<file path="src/include/sas_map.svh">
// Register offsets, field positions, reset values and timing counts
`ifndef SAS_MAP_SVH
`define SAS_MAP_SVH

`define SAS_ADDR_W        3
`define SAS_OFF_CTL_ZERO  3'h0
`define SAS_OFF_CTL_TWO   3'h1
`define SAS_OFF_RES_HIGH  3'h2
`define SAS_OFF_RES_LOW   3'h3
`define SAS_OFF_FLAG      3'h4
`define SAS_OFF_ENABLE    3'h5

`define SAS_BIT_ON        0
`define SAS_BIT_GO        1
`define SAS_BIT_JUSTIFY   7
`define SAS_ACQ_LSB       3
`define SAS_CLK_LSB       0
`define SAS_BIT_DONE      6
`define SAS_BIT_IRQ_EN    6

`define SAS_RST_ACQ       3'h0
`define SAS_RST_CLK       3'h0
`define SAS_RST_BYTE      8'h00

`define SAS_CONV_TADS     5'h0b
`define SAS_WAIT_TADS     5'h02
`define SAS_INSTR_CYCLES  4

`endif

</file>
<file path="src/include/sas_pkg.sv">
// Types shared by the converter sequencer
package sas_pkg;
  typedef enum logic [2:0] {
    SAS_IDLE,
    SAS_RC_DELAY,
    SAS_ACQUIRE,
    SAS_CONVERT,
    SAS_WAIT
  } sas_state_t;
endpackage

</file>
<file path="src/hdl/sas_sequencer.sv">
// Sequencer for a 10-bit successive-approximation converter
`timescale 1ns/1ps
`default_nettype none
`include "sas_map.svh"

module sas_sequencer
  import sas_pkg::*;
#(
  parameter int INSTR_CYCLES = `SAS_INSTR_CYCLES
) (
  // System
  input  wire logic                   clock,
  input  wire logic                   rst_n,
  // Register port
  input  wire logic [`SAS_ADDR_W-1:0] regAddr,
  input  wire logic [7:0]             regWdata,
  input  wire logic                   regWrite,
  input  wire logic                   regRead,
  output var  logic [7:0]             regRdata,
  // Dedicated RC oscillator, synchronous level
  input  wire logic                   rcClock,
  // Power management
  input  wire logic                   sleepMode,
  output var  logic                   convIrq,
  output var  logic                   wakeRequest,
  // Compare unit
  input  wire logic                   compareTrigger,
  output var  logic                   timerClear,
  // Analog array
  input  wire logic                   cmpAbove,
  output var  logic                   sampleConnect,
  output var  logic                   analogPowered,
  output var  logic                   convActive,
  output var  logic [9:0]             sarTrial
);

  initial begin
    if (INSTR_CYCLES < 1 || INSTR_CYCLES > 255) begin
      $error("INSTR_CYCLES out of range");
    end
  end

  localparam logic [7:0] INSTR_LAST = 8'(INSTR_CYCLES - 1);

  // Acquisition periods per select code
  function automatic logic [4:0] acqPeriods(input logic [2:0] sel);
    logic [4:0] n;
    n = 5'h00;
    unique case (sel)
      3'h0: n = 5'h00;
      3'h1: n = 5'h02;
      3'h2: n = 5'h04;
      3'h3: n = 5'h06;
      3'h4: n = 5'h08;
      3'h5: n = 5'h0c;
      3'h6: n = 5'h10;
      3'h7: n = 5'h14;
    endcase
    return n;
  endfunction

  // Last divider count for each system clock division
  function automatic logic [5:0] divLast(input logic [2:0] sel);
    logic [5:0] n;
    n = 6'h01;
    unique case (sel)
      3'h0: n = 6'h01;
      3'h4: n = 6'h03;
      3'h1: n = 6'h07;
      3'h5: n = 6'h0f;
      3'h2: n = 6'h1f;
      3'h6: n = 6'h3f;
      default: n = 6'h01;
    endcase
    return n;
  endfunction

  // Trial bit for conversion period t (1 gives bit 9)
  function automatic logic [9:0] trialMask(input logic [4:0] t);
    logic [9:0] m;
    m = 10'h000;
    if (t >= 5'h01 && t <= 5'h0a) begin
      m = 10'h200 >> (t - 5'h01);
    end
    return m;
  endfunction

  // Undecided bits copy the last decided bit
  function automatic logic [9:0] fillPartial(input logic [9:0] r,
                                             input logic [4:0] t);
    logic [9:0] o;
    logic       last;
    o = r;
    last = 1'b0;
    for (int i = 9; i >= 0; i--) begin
      if (5'(9 - i) < t - 5'h01) begin
        last = r[i];
      end else begin
        o[i] = last;
      end
    end
    if (t == 5'h00) begin
      o = 10'h000;
    end
    return o;
  endfunction

  // Result layout across the two bytes, high byte first
  function automatic logic [15:0] justify(input logic [9:0] r,
                                          input logic       right);
    return right ? {6'h00, r[9:8], r[7:0]}
                 : {r[9:2], r[1:0], 6'h00};
  endfunction

  sas_state_t state_q;
  sas_state_t state_d;
  logic       on_q;
  logic       go_q;
  logic       go_d;
  logic       justify_q;
  logic [2:0] acqSel_q;
  logic [2:0] clkSel_q;
  logic       done_q;
  logic       irqEn_q;
  logic       offSleep_q;
  logic       offSleep_d;
  logic [7:0] resHigh_q;
  logic [7:0] resLow_q;
  logic [9:0] sar_q;
  logic [9:0] sar_d;
  logic [5:0] divCnt_q;
  logic [4:0] tadCnt_q;
  logic [4:0] tadCnt_d;
  logic [7:0] dlyCnt_q;
  logic       rcPrev_q;

  // Decode
  wire        wrCtl0    = regWrite && regAddr == `SAS_OFF_CTL_ZERO;
  wire        wrCtl2    = regWrite && regAddr == `SAS_OFF_CTL_TWO;
  wire        wrHigh    = regWrite && regAddr == `SAS_OFF_RES_HIGH;
  wire        wrLow     = regWrite && regAddr == `SAS_OFF_RES_LOW;
  wire        wrFlag    = regWrite && regAddr == `SAS_OFF_FLAG;
  wire        wrEnable  = regWrite && regAddr == `SAS_OFF_ENABLE;
  wire        rcSel     = clkSel_q[1:0] == 2'b11;
  wire        busy      = state_q != SAS_IDLE;
  wire        running   = busy && state_q != SAS_WAIT;
  wire [4:0]  acqN      = acqPeriods(acqSel_q);
  wire        divHit    = divCnt_q == divLast(clkSel_q);
  wire        tadTick   = rcSel ? (rcClock && !rcPrev_q) : divHit;
  wire        powered   = on_q && !offSleep_q;
  // Requiring the on bit already set keeps a combined write inert
  wire        goRequest = (wrCtl0 && regWdata[`SAS_BIT_GO])
                          || compareTrigger;
  // A go that also clears the on bit, or lands as Sleep kills, stays inert
  wire        start     = goRequest && !busy && powered
                          && !offClear && !sleepKill;
  wire        swClear   = wrCtl0 && !regWdata[`SAS_BIT_GO];
  wire        offClear  = wrCtl0 && !regWdata[`SAS_BIT_ON];
  wire        sleepKill = sleepMode && !rcSel;
  wire        stop      = running && (swClear || offClear || sleepKill);
  wire        lastTad   = tadCnt_q == `SAS_CONV_TADS - 5'h01;
  wire        finish    = state_q == SAS_CONVERT && tadTick && lastTad
                          && !stop;
  wire [9:0]  finalRes  = cmpAbove ? (sar_q | 10'h001) : sar_q;
  wire [9:0]  abortRes  = fillPartial(sar_q, tadCnt_q);
  wire        storeRes  = finish || (stop && state_q == SAS_CONVERT);
  wire [15:0] resBytes  = justify(finish ? finalRes : abortRes,
                                  justify_q);
  wire        irqNext   = done_q && irqEn_q;

  // Sequence control
  always_comb begin
    state_d  = state_q;
    tadCnt_d = tadCnt_q;
    go_d     = go_q;
    if (stop) begin
      state_d  = SAS_WAIT;
      tadCnt_d = 5'h00;
      go_d     = 1'b0;
    end else begin
      unique case (state_q)
        SAS_IDLE: begin
          if (start) begin
            go_d     = 1'b1;
            tadCnt_d = 5'h00;
            if (rcSel) begin
              state_d = SAS_RC_DELAY;
            end else if (acqN == 5'h00) begin
              state_d = SAS_CONVERT;
            end else begin
              state_d = SAS_ACQUIRE;
            end
          end
        end
        SAS_RC_DELAY: begin
          if (dlyCnt_q == INSTR_LAST) begin
            state_d = acqN == 5'h00 ? SAS_CONVERT : SAS_ACQUIRE;
          end
        end
        SAS_ACQUIRE: begin
          if (tadTick) begin
            tadCnt_d = tadCnt_q + 5'h01;
            if (tadCnt_q == acqN - 5'h01) begin
              state_d  = SAS_CONVERT;
              tadCnt_d = 5'h00;
            end
          end
        end
        SAS_CONVERT: begin
          if (tadTick) begin
            tadCnt_d = tadCnt_q + 5'h01;
            if (lastTad) begin
              state_d  = SAS_WAIT;
              tadCnt_d = 5'h00;
              go_d     = 1'b0;
            end
          end
        end
        SAS_WAIT: begin
          if (tadTick) begin
            tadCnt_d = tadCnt_q + 5'h01;
            if (tadCnt_q == `SAS_WAIT_TADS - 5'h01) begin
              state_d  = SAS_IDLE;
              tadCnt_d = 5'h00;
            end
          end
        end
      endcase
    end
  end

  // Successive approximation register
  always_comb begin
    sar_d = sar_q;
    if (start) begin
      sar_d = 10'h000;
    end else if (state_q == SAS_CONVERT && tadTick
                 && tadCnt_q != 5'h00) begin
      if (cmpAbove) begin
        sar_d = sar_q | trialMask(tadCnt_q);
      end else begin
        sar_d = sar_q & ~trialMask(tadCnt_q);
      end
    end
  end

  // Power-down while the on bit stays set
  always_comb begin
    offSleep_d = offSleep_q;
    if (!sleepMode) begin
      offSleep_d = 1'b0;
    end else if (sleepKill) begin
      offSleep_d = 1'b1;
    end else if (finish && !irqEn_q) begin
      offSleep_d = 1'b1;
    end
  end

  always_ff @(posedge clock or negedge rst_n) begin
    if (!rst_n) begin
      state_q    <= SAS_IDLE;
      tadCnt_q   <= 5'h00;
      go_q       <= 1'b0;
      sar_q      <= 10'h000;
      offSleep_q <= 1'b0;
      rcPrev_q   <= 1'b0;
    end else begin
      state_q    <= state_d;
      tadCnt_q   <= tadCnt_d;
      go_q       <= go_d;
      sar_q      <= sar_d;
      offSleep_q <= offSleep_d;
      rcPrev_q   <= rcClock;
    end
  end

  // Divider restarts with each sequence and on abort, so periods are whole
  always_ff @(posedge clock or negedge rst_n) begin
    if (!rst_n) begin
      divCnt_q <= 6'h00;
      dlyCnt_q <= 8'h00;
    end else begin
      divCnt_q <= (!busy || divHit || stop) ? 6'h00 : divCnt_q + 6'h01;
      dlyCnt_q <= state_q == SAS_RC_DELAY ? dlyCnt_q + 8'h01 : 8'h00;
    end
  end

  // Software registers
  always_ff @(posedge clock or negedge rst_n) begin
    if (!rst_n) begin
      on_q      <= 1'b0;
      justify_q <= 1'b0;
      acqSel_q  <= `SAS_RST_ACQ;
      clkSel_q  <= `SAS_RST_CLK;
      irqEn_q   <= 1'b0;
    end else begin
      if (wrCtl0) begin
        on_q <= regWdata[`SAS_BIT_ON];
      end
      if (wrCtl2) begin
        justify_q <= regWdata[`SAS_BIT_JUSTIFY];
        acqSel_q  <= regWdata[`SAS_ACQ_LSB +: 3];
        clkSel_q  <= regWdata[`SAS_CLK_LSB +: 3];
      end
      if (wrEnable) begin
        irqEn_q <= regWdata[`SAS_BIT_IRQ_EN];
      end
    end
  end

  // Set wins over a clear in the same cycle
  always_ff @(posedge clock or negedge rst_n) begin
    if (!rst_n) begin
      done_q <= 1'b0;
    end else if (finish) begin
      done_q <= 1'b1;
    end else if (wrFlag) begin
      done_q <= regWdata[`SAS_BIT_DONE];
    end
  end

  // Hardware load beats a software write to the result bytes
  always_ff @(posedge clock or negedge rst_n) begin
    if (!rst_n) begin
      resHigh_q <= `SAS_RST_BYTE;
      resLow_q  <= `SAS_RST_BYTE;
    end else if (storeRes) begin
      resHigh_q <= resBytes[15:8];
      resLow_q  <= resBytes[7:0];
    end else begin
      if (wrHigh) begin
        resHigh_q <= regWdata;
      end
      if (wrLow) begin
        resLow_q <= regWdata;
      end
    end
  end

  // Read data valid only in the cycle after the strobe
  wire [7:0] readMux =
      regAddr == `SAS_OFF_CTL_ZERO ? {6'h00, go_q, on_q} :
      regAddr == `SAS_OFF_CTL_TWO  ? {justify_q, 1'b0, acqSel_q, clkSel_q} :
      regAddr == `SAS_OFF_RES_HIGH ? resHigh_q :
      regAddr == `SAS_OFF_RES_LOW  ? resLow_q :
      regAddr == `SAS_OFF_FLAG     ? {1'b0, done_q, 6'h00} :
      regAddr == `SAS_OFF_ENABLE   ? {1'b0, irqEn_q, 6'h00} : 8'h00;

  // Output flops
  always_ff @(posedge clock or negedge rst_n) begin
    if (!rst_n) begin
      regRdata      <= 8'h00;
      convIrq       <= 1'b0;
      wakeRequest   <= 1'b0;
      timerClear    <= 1'b0;
      sampleConnect <= 1'b0;
      analogPowered <= 1'b0;
      convActive    <= 1'b0;
      sarTrial      <= 10'h000;
    end else begin
      regRdata      <= regRead ? readMux : 8'h00;
      convIrq       <= irqNext;
      wakeRequest   <= irqNext && sleepMode;
      timerClear    <= compareTrigger;
      // Same power term as analogPowered, so sampling never outruns it
      sampleConnect <= on_q && !offSleep_d && (state_d == SAS_IDLE
                       || state_d == SAS_RC_DELAY
                       || state_d == SAS_ACQUIRE);
      analogPowered <= on_q && !offSleep_d;
      convActive    <= state_d == SAS_CONVERT;
      sarTrial      <= state_d == SAS_CONVERT
                       ? sar_d | trialMask(tadCnt_d) : 10'h000;
    end
  end

endmodule

`default_nettype wire

</file>
<file path="config.mk">
export PLATFORM = sky130hd
export DESIGN_NAME = sas_sequencer
export DESIGN_NICKNAME = d
export VERILOG_FILES = /design/src/include/sas_pkg.sv /design/src/hdl/sas_sequencer.sv
export VERILOG_INCLUDE_DIRS = /design/src /design/src/include
export SDC_FILE = /design/constraint.sdc
export NUM_CORES = 1
export LEC_CHECK = 0
export BUFFER_PORTS_ARGS = -buffer_cell sky130_fd_sc_hd__clkbuf_2
export CELL_PAD_IN_SITES_DETAIL_PLACEMENT = 1
export CELL_PAD_IN_SITES_GLOBAL_PLACEMENT = 1
export CORE_MARGIN = 3
export CORE_UTILIZATION = 47
export DETAILED_ROUTE_END_ITERATION = 10
export PLACE_DENSITY_LB_ADDON = 0.08
export SKIP_CTS_REPAIR_TIMING = 1
export SLEW_MARGIN = 20
export SYNTH_ARGS = -nofsm -noshare
export SYNTH_HDL_FRONTEND = slang
export SYNTH_SLANG_ARGS = --single-unit
</file>
<file path="constraint.sdc">
create_clock -name clock -period 4.55 [get_ports clock]
set_input_delay 0.91 -clock clock [delete_from_list [all_inputs] [get_ports clock]]
set_output_delay 0.91 -clock clock [all_outputs]
set_load 0.02 [all_outputs]
</file>
; ---- Word level (Yosys, flattened, before mapping)
; Memories as Yosys holds them, arrays and structs flattened.
; Index checks and enable logic that the tools add are counted.
[classes]
n_mux = 72
shifts = 2
bitwise = 4
add_sub_neg = 6
eq_ne = 27
n_lt_le_gt_ge = 14
reduce_logical = 61
[ops]
columns = cell, count
row1 = $mux 10, 14
row2 = $mux 8, 10
row3 = $mux 5, 8
row4 = $logic_and 1x1->1, 30
row5 = $pmux 6 s5, 1
row6 = $mux 3, 9
row7 = $mux 1, 22
row8 = $eq 3x2->1 const B, 7
row9 = $lt 3x5->1 const A, 4
row10 = $or 10x10->10, 2
row11 = $pmux 5 s4, 1
row12 = $shr 10x5->10 const A, 2
row13 = $eq 3x3->1 const B, 6
row14 = $mux 16, 1
row15 = $pmux 3 s5, 1
row16 = $sub 5x1->5 const B, 3
row17 = $mux 7, 2
row18 = $eq 3x1->1 const B, 4
row19 = $ne 3x3->1 const B, 4
row20 = $logic_not 1->1, 11
row21 = $and 10x10->10, 1
row22 = $ge 5x1->1 const B, 2
row23 = $le 5x4->1 const B, 2
row24 = $logic_not 5->1, 2
row25 = 22 further kinds, 37
[word_totals]
mem_count = 1
mem_bits_ro = 32
regBits = 85
output_inout_bits = 24
wordCells = 211
in_bits = 19
[mem_list]
columns = memory, depth, width, read_ports, rd_clocked_by_memory_dff, write_ports, line
row1 = (name not given), 8, 4, 1, 0, 0, sas_sequencer.sv:49  ; unique case (sel)

; ---- Longest topological paths before layout
[depth]
depth_word = 16
depth_mapped = 12
mapped_depth_nobuf = 11

; ---- Least setup slack after synthesis
; Ideal clock, no wire load.
[synth_timing]
path_type = reg-to-reg
start = reg tadCnt_q[0]
end = reg resLow_q[7]
setup_ns = 0.141
synth_period_minus_slack_ns = 3.230
arrival_ns = 3.089
setup_slack_ns = 1.320
path_stages_with_launch = 13
path_buffers = 2
required_ns = 4.409
cell_sequence = dfrtp_1 clkbuf_1 inv_1 ha_1 clkbuf_1 xnor2_1 nand4_1 a21boi_0 o311ai_0 a21oi_1 or3_1 o21ai_0 o221ai_1
[synth_between]
elab_chain_cells = 15
[synth_rtl]
columns = item, line
row1 = from (decl), sas_sequencer.sv:132  ; logic [4:0] tadCnt_q;
row2 = from (signal assigned), sas_sequencer.sv:269  ; tadCnt_q <= tadCnt_d;
row3 = $sub 5x1->5, sas_sequencer.sv:96  ; if (5'(9 - i) < t - 5'h01) begin
row4 = $lt 1x5->1, sas_sequencer.sv:96
row5 = $mux 1 (9 in a row), sas_sequencer.sv:96
row6 = $mux 10, sas_sequencer.sv:102  ; if (t == 5'h00) begin
row7 = $mux 10, sas_sequencer.sv:167  ; wire [15:0] resBytes = justify(finish ? finalRes : abortRes,
row8 = $mux 16, sas_sequencer.sv:111  ; return right ? {6'h00, r[9:8], r[7:0]}
row9 = $mux 8, sas_sequencer.sv:327  ; end else if (storeRes) begin
row10 = to (signal assigned), sas_sequencer.sv:326  ; resLow_q <= `SAS_RST_BYTE;
row11 = to (signal assigned), sas_sequencer.sv:329  ; resLow_q <= resBytes[7:0];
row12 = to (signal assigned), sas_sequencer.sv:335  ; resLow_q <= regWdata;
row13 = to (decl), sas_sequencer.sv:128  ; logic [7:0] resLow_q;
; Parallel ways exist; a longest one is shown, timed or not.
; A chain may end at the register's enable or synchronous reset.

; ---- Worst setup path after layout
[layout_timing]
start = reg tadCnt_q[1]
end = reg resLow_q[7]
; Same word-level chain as after synthesis.

==> reports/results.tsv <==
stage	metric	value	unit
sta	Hold Fails Final Rpt	0	
power_and_ir_drop	power per cell area	433	nW/um^2
worst_hold_path	Worst Hold Class	flop to flop	
global_routing	total track usage	25.1	%
final_layout	Final #Nets	622	
final_layout	layout cells sized above 1	15.6	%
setup_path	Buf/Inv on CP	2	
global_routing	initial antenna violation count	0	
setup_path	Crit. End Element	flop	
routing	DR vias	4473	
power_and_ir_drop	leak pwr	2.45	nW
sta	skew final	8.69	ps
yosys	largest area contributor in the netlist	dfrtp_1	
final_layout	Antenna diodes	0	
setup_path	Reg2Reg Depth	10	
setup_path	Crit Path Class	flop to flop	
run_status	outcome	complete, no violations	
setup_path	crit-path cells	inv_1, ha_1, inv_1, a211oi_1, a21boi_0, o41ai_1, a21oi_1, or3_1, o21ai_0, o221ai_1	
yosys	top cell type's share of synthesized area	40.8	%
clock_tree	CTS tree	yes	
floorplanning	Die X	111	microns
final_layout	Sequential Area	2130	sq um
setup_path	delay-heaviest family, CP	compound AO/OA/AOI/OAI gates	
routing	DR iter-0 viols	317	
yosys	count leader, synth	dfrtp_1	
clock_tree	root cell of the clock tree	clkbuf_8	
sta	setup TNS	0	ps
final_layout	area grow syn2layout	9.39	%
yosys	Yosys warning total	0	
final_layout	Non-Filler Instances	734	
final_layout	Multi-input gate area	2900	sq um
setup_path	reg2reg end	resLow_q[7]	
setup_path	Critical Path Source Type	flop	
yosys	top_reg_cell synth	dfrtp_1	
yosys	post-synthesis cell type count	75	
setup_path	worst r2r src	tadCnt_q[1]	
routing	DR WL/cell	20.3	microns
setup_path	CP peak stage delay	630	ps
floorplanning	Initial Util	49.3	%
place	post-DP HPWL	11200	microns
worst_hold_path	hold path depth	1	
final_layout	Finished Cell Area	5700	sq um
worst_hold_path	Hold Crit Start	dlyCnt_q[0]	
setup_path	critical path depth in cells	10	
clock_tree	H-tree Lvls	3	
sta	Final Critical Period	3590	ps
sta	Slew headroom	41.6	%
worst_hold_path	Hold EP	dlyCnt_q[0]	
global_routing	GRT Residual Overflow	0	
power_and_ir_drop	peak supply drop	0.234	mV
setup_path	Crit path arrival time	3830	ps
routing	WL final	14900	microns
setup_path	slowest CP cell	dfrtp_1	
global_routing	first-pass GRT wire length	25200	microns
sta	setup violators final	0	
clock_tree	clk_lat worst skew	370	ps
yosys	Area contributors post-synth	dfrtp_1 (41%), nor2_1 (3.7%), nand2_1 (3.1%)	
yosys	asr flop ratio synth	100	%
routing	Pre-antenna DRT Iters	4	
setup_path	CP required	4790	ps
place	# placed instances	718	
clock_tree	CTS clk-pin slew, worst paths	80	ps
yosys	share of the yosys chip area belonging to registers	40.8	%
yosys	list of most frequent post-synthesis cells	dfrtp_1 (85), nor2_1 (52), nand2_1 (43)	
sta	max-slew violations	0	
place	PortBufs	42	
final_layout	Fillers	1272	
sta	fin crit share	78.8	%
global_routing	vias in the first global route	4765	
yosys	#FFs+latches synth	85	
setup_path	Critical Path Most Common Cell	inv_1	
place	Post-DP Area	5520	sq um
floorplanning	Cell Rows	37	
routing	Post-DRT Antenna Nets	0	
place	RePlAce Congestion	0.865	
floorplanning	die height	111	microns
yosys	Syn Nets	590	
final_layout	fin util	54.0	%
routing	Vias/cell	6.09	
routing	DRC	0	
sta	RSZ-0062 raised after global routing	false	
global_routing	largest net degree at the start of global routing	86	
clock_tree	CTS Sinks	85	
setup_path	critical path peak fanout	13	
run	maxcap violations	0	
sta	Least-Margin Pin Slew	874	ps
yosys	Mapped Cells	561	
floorplanning	DIE AREA	12400	sq um
floorplanning	core area	10600	sq um
clock_tree	Clock Path Buffers	2	
floorplanning	# IOs	43	
sta	Fmax	279	MHz
yosys	EDFF count, synth	0	
clock_tree	total CTS buffers	9	
yosys	mapped cell area	5210	sq um
yosys	Avg Inst Size Synth	9.28	sq um
setup_path	r2r setup slk	960	ps
==> how the worst max path moves through the flow <==
stage | startpoint | slack (ps) | endpoint
6_report | tadCnt_q[1] | 960 | resLow_q[7]
4_1_cts | clkSel_q[0] | 970 | sarTrial[6]
2_1_floorplan | tadCnt_q[0] | 1320 | resLow_q[7]
3_3_place_gp | regAddr[0] | 1050 | sarTrial[9]
3_5_place_dp | regAddr[0] | 980 | sarTrial[2]
5_1_grt | clkSel_q[0] | 700 | sarTrial[6]
==> metal layers <==
| metal | global-route usage [%] | routed length, microns |
|---|---|---|
| met5 | 0 | 0 |
| met2 | 39.8 | 7280 |
| met3 | 5.79 | 571 |
| met1 | 33.4 | 6810 |
| met4 | 9.89 | 248 |
==> area by class of cell <==
class	count	area share, %
multi-input cells	431	50.9
flip-flops and latches	85	37.3
repair buffers	48	4.59
well taps	136	2.99
clock buffers	15	2.92
inverters	18	1.19
clock inverters	1	0.0879
==> per-stage QoR <==
| step | worst slack [ps] | hold slack [ps] | power (W) |
|---|---|---|---|
| 3_5_place_dp | 977 | 478 | 0.00198 |
| 6_report | 962 | 488 | 0.00246 |
| 2_1_floorplan | 1320 | 444 | 0.00170 |
| 4_1_cts | 970 | 489 | 0.00247 |
| 3_3_place_gp | 1050 | 459 | 0.00193 |
| 5_1_grt | 702 | 530 | 0.00265 |
==> sequential cells by signal, summed over array words and instances, names as in the netlist, 3 cells and up <==
name / flops
resLow_q: 8
state_q: 3
divCnt_q: 6
regRdata: 8
sar_q: 10
dlyCnt_q: 8
resHigh_q: 8
clkSel_q: 3
acqSel_q: 3
sarTrial: 10
tadCnt_q: 5
==> placed cells by master, fill, tap and decap left out, drive strengths merged, types with 12 or more instances in the layout <==
cell / instances
a21oi: 24
clkbuf: 56
dfrtp: 85
inv: 18
mux2i: 16
nand2: 44
nand2b: 16
nand3: 24
nand4: 13
nor2: 52
nor2b: 12
nor4: 15
o21ai: 27
==> logic make-up (layout without fill, tap and decap cells) <==
family	count (synthesis)	in the layout	synth area share [%]
compound gates	140	140	20.0
xor+xnor	18	18	3.03
fa+ha+maj	11	11	2.59
buf+inv	45	82	3.48
flops	85	85	40.8
mux	29	29	6.32
simple gates	233	233	23.8
==> where the power goes <==
| group | switching, W | internal, W |
|---|---|---|
| logic | 0.000621 | 0.000357 |
| clock network | 0.000263 | 0.000229 |
| registers | 0.000139 | 0.000855 |
Power figures use the tool's default switching activity.
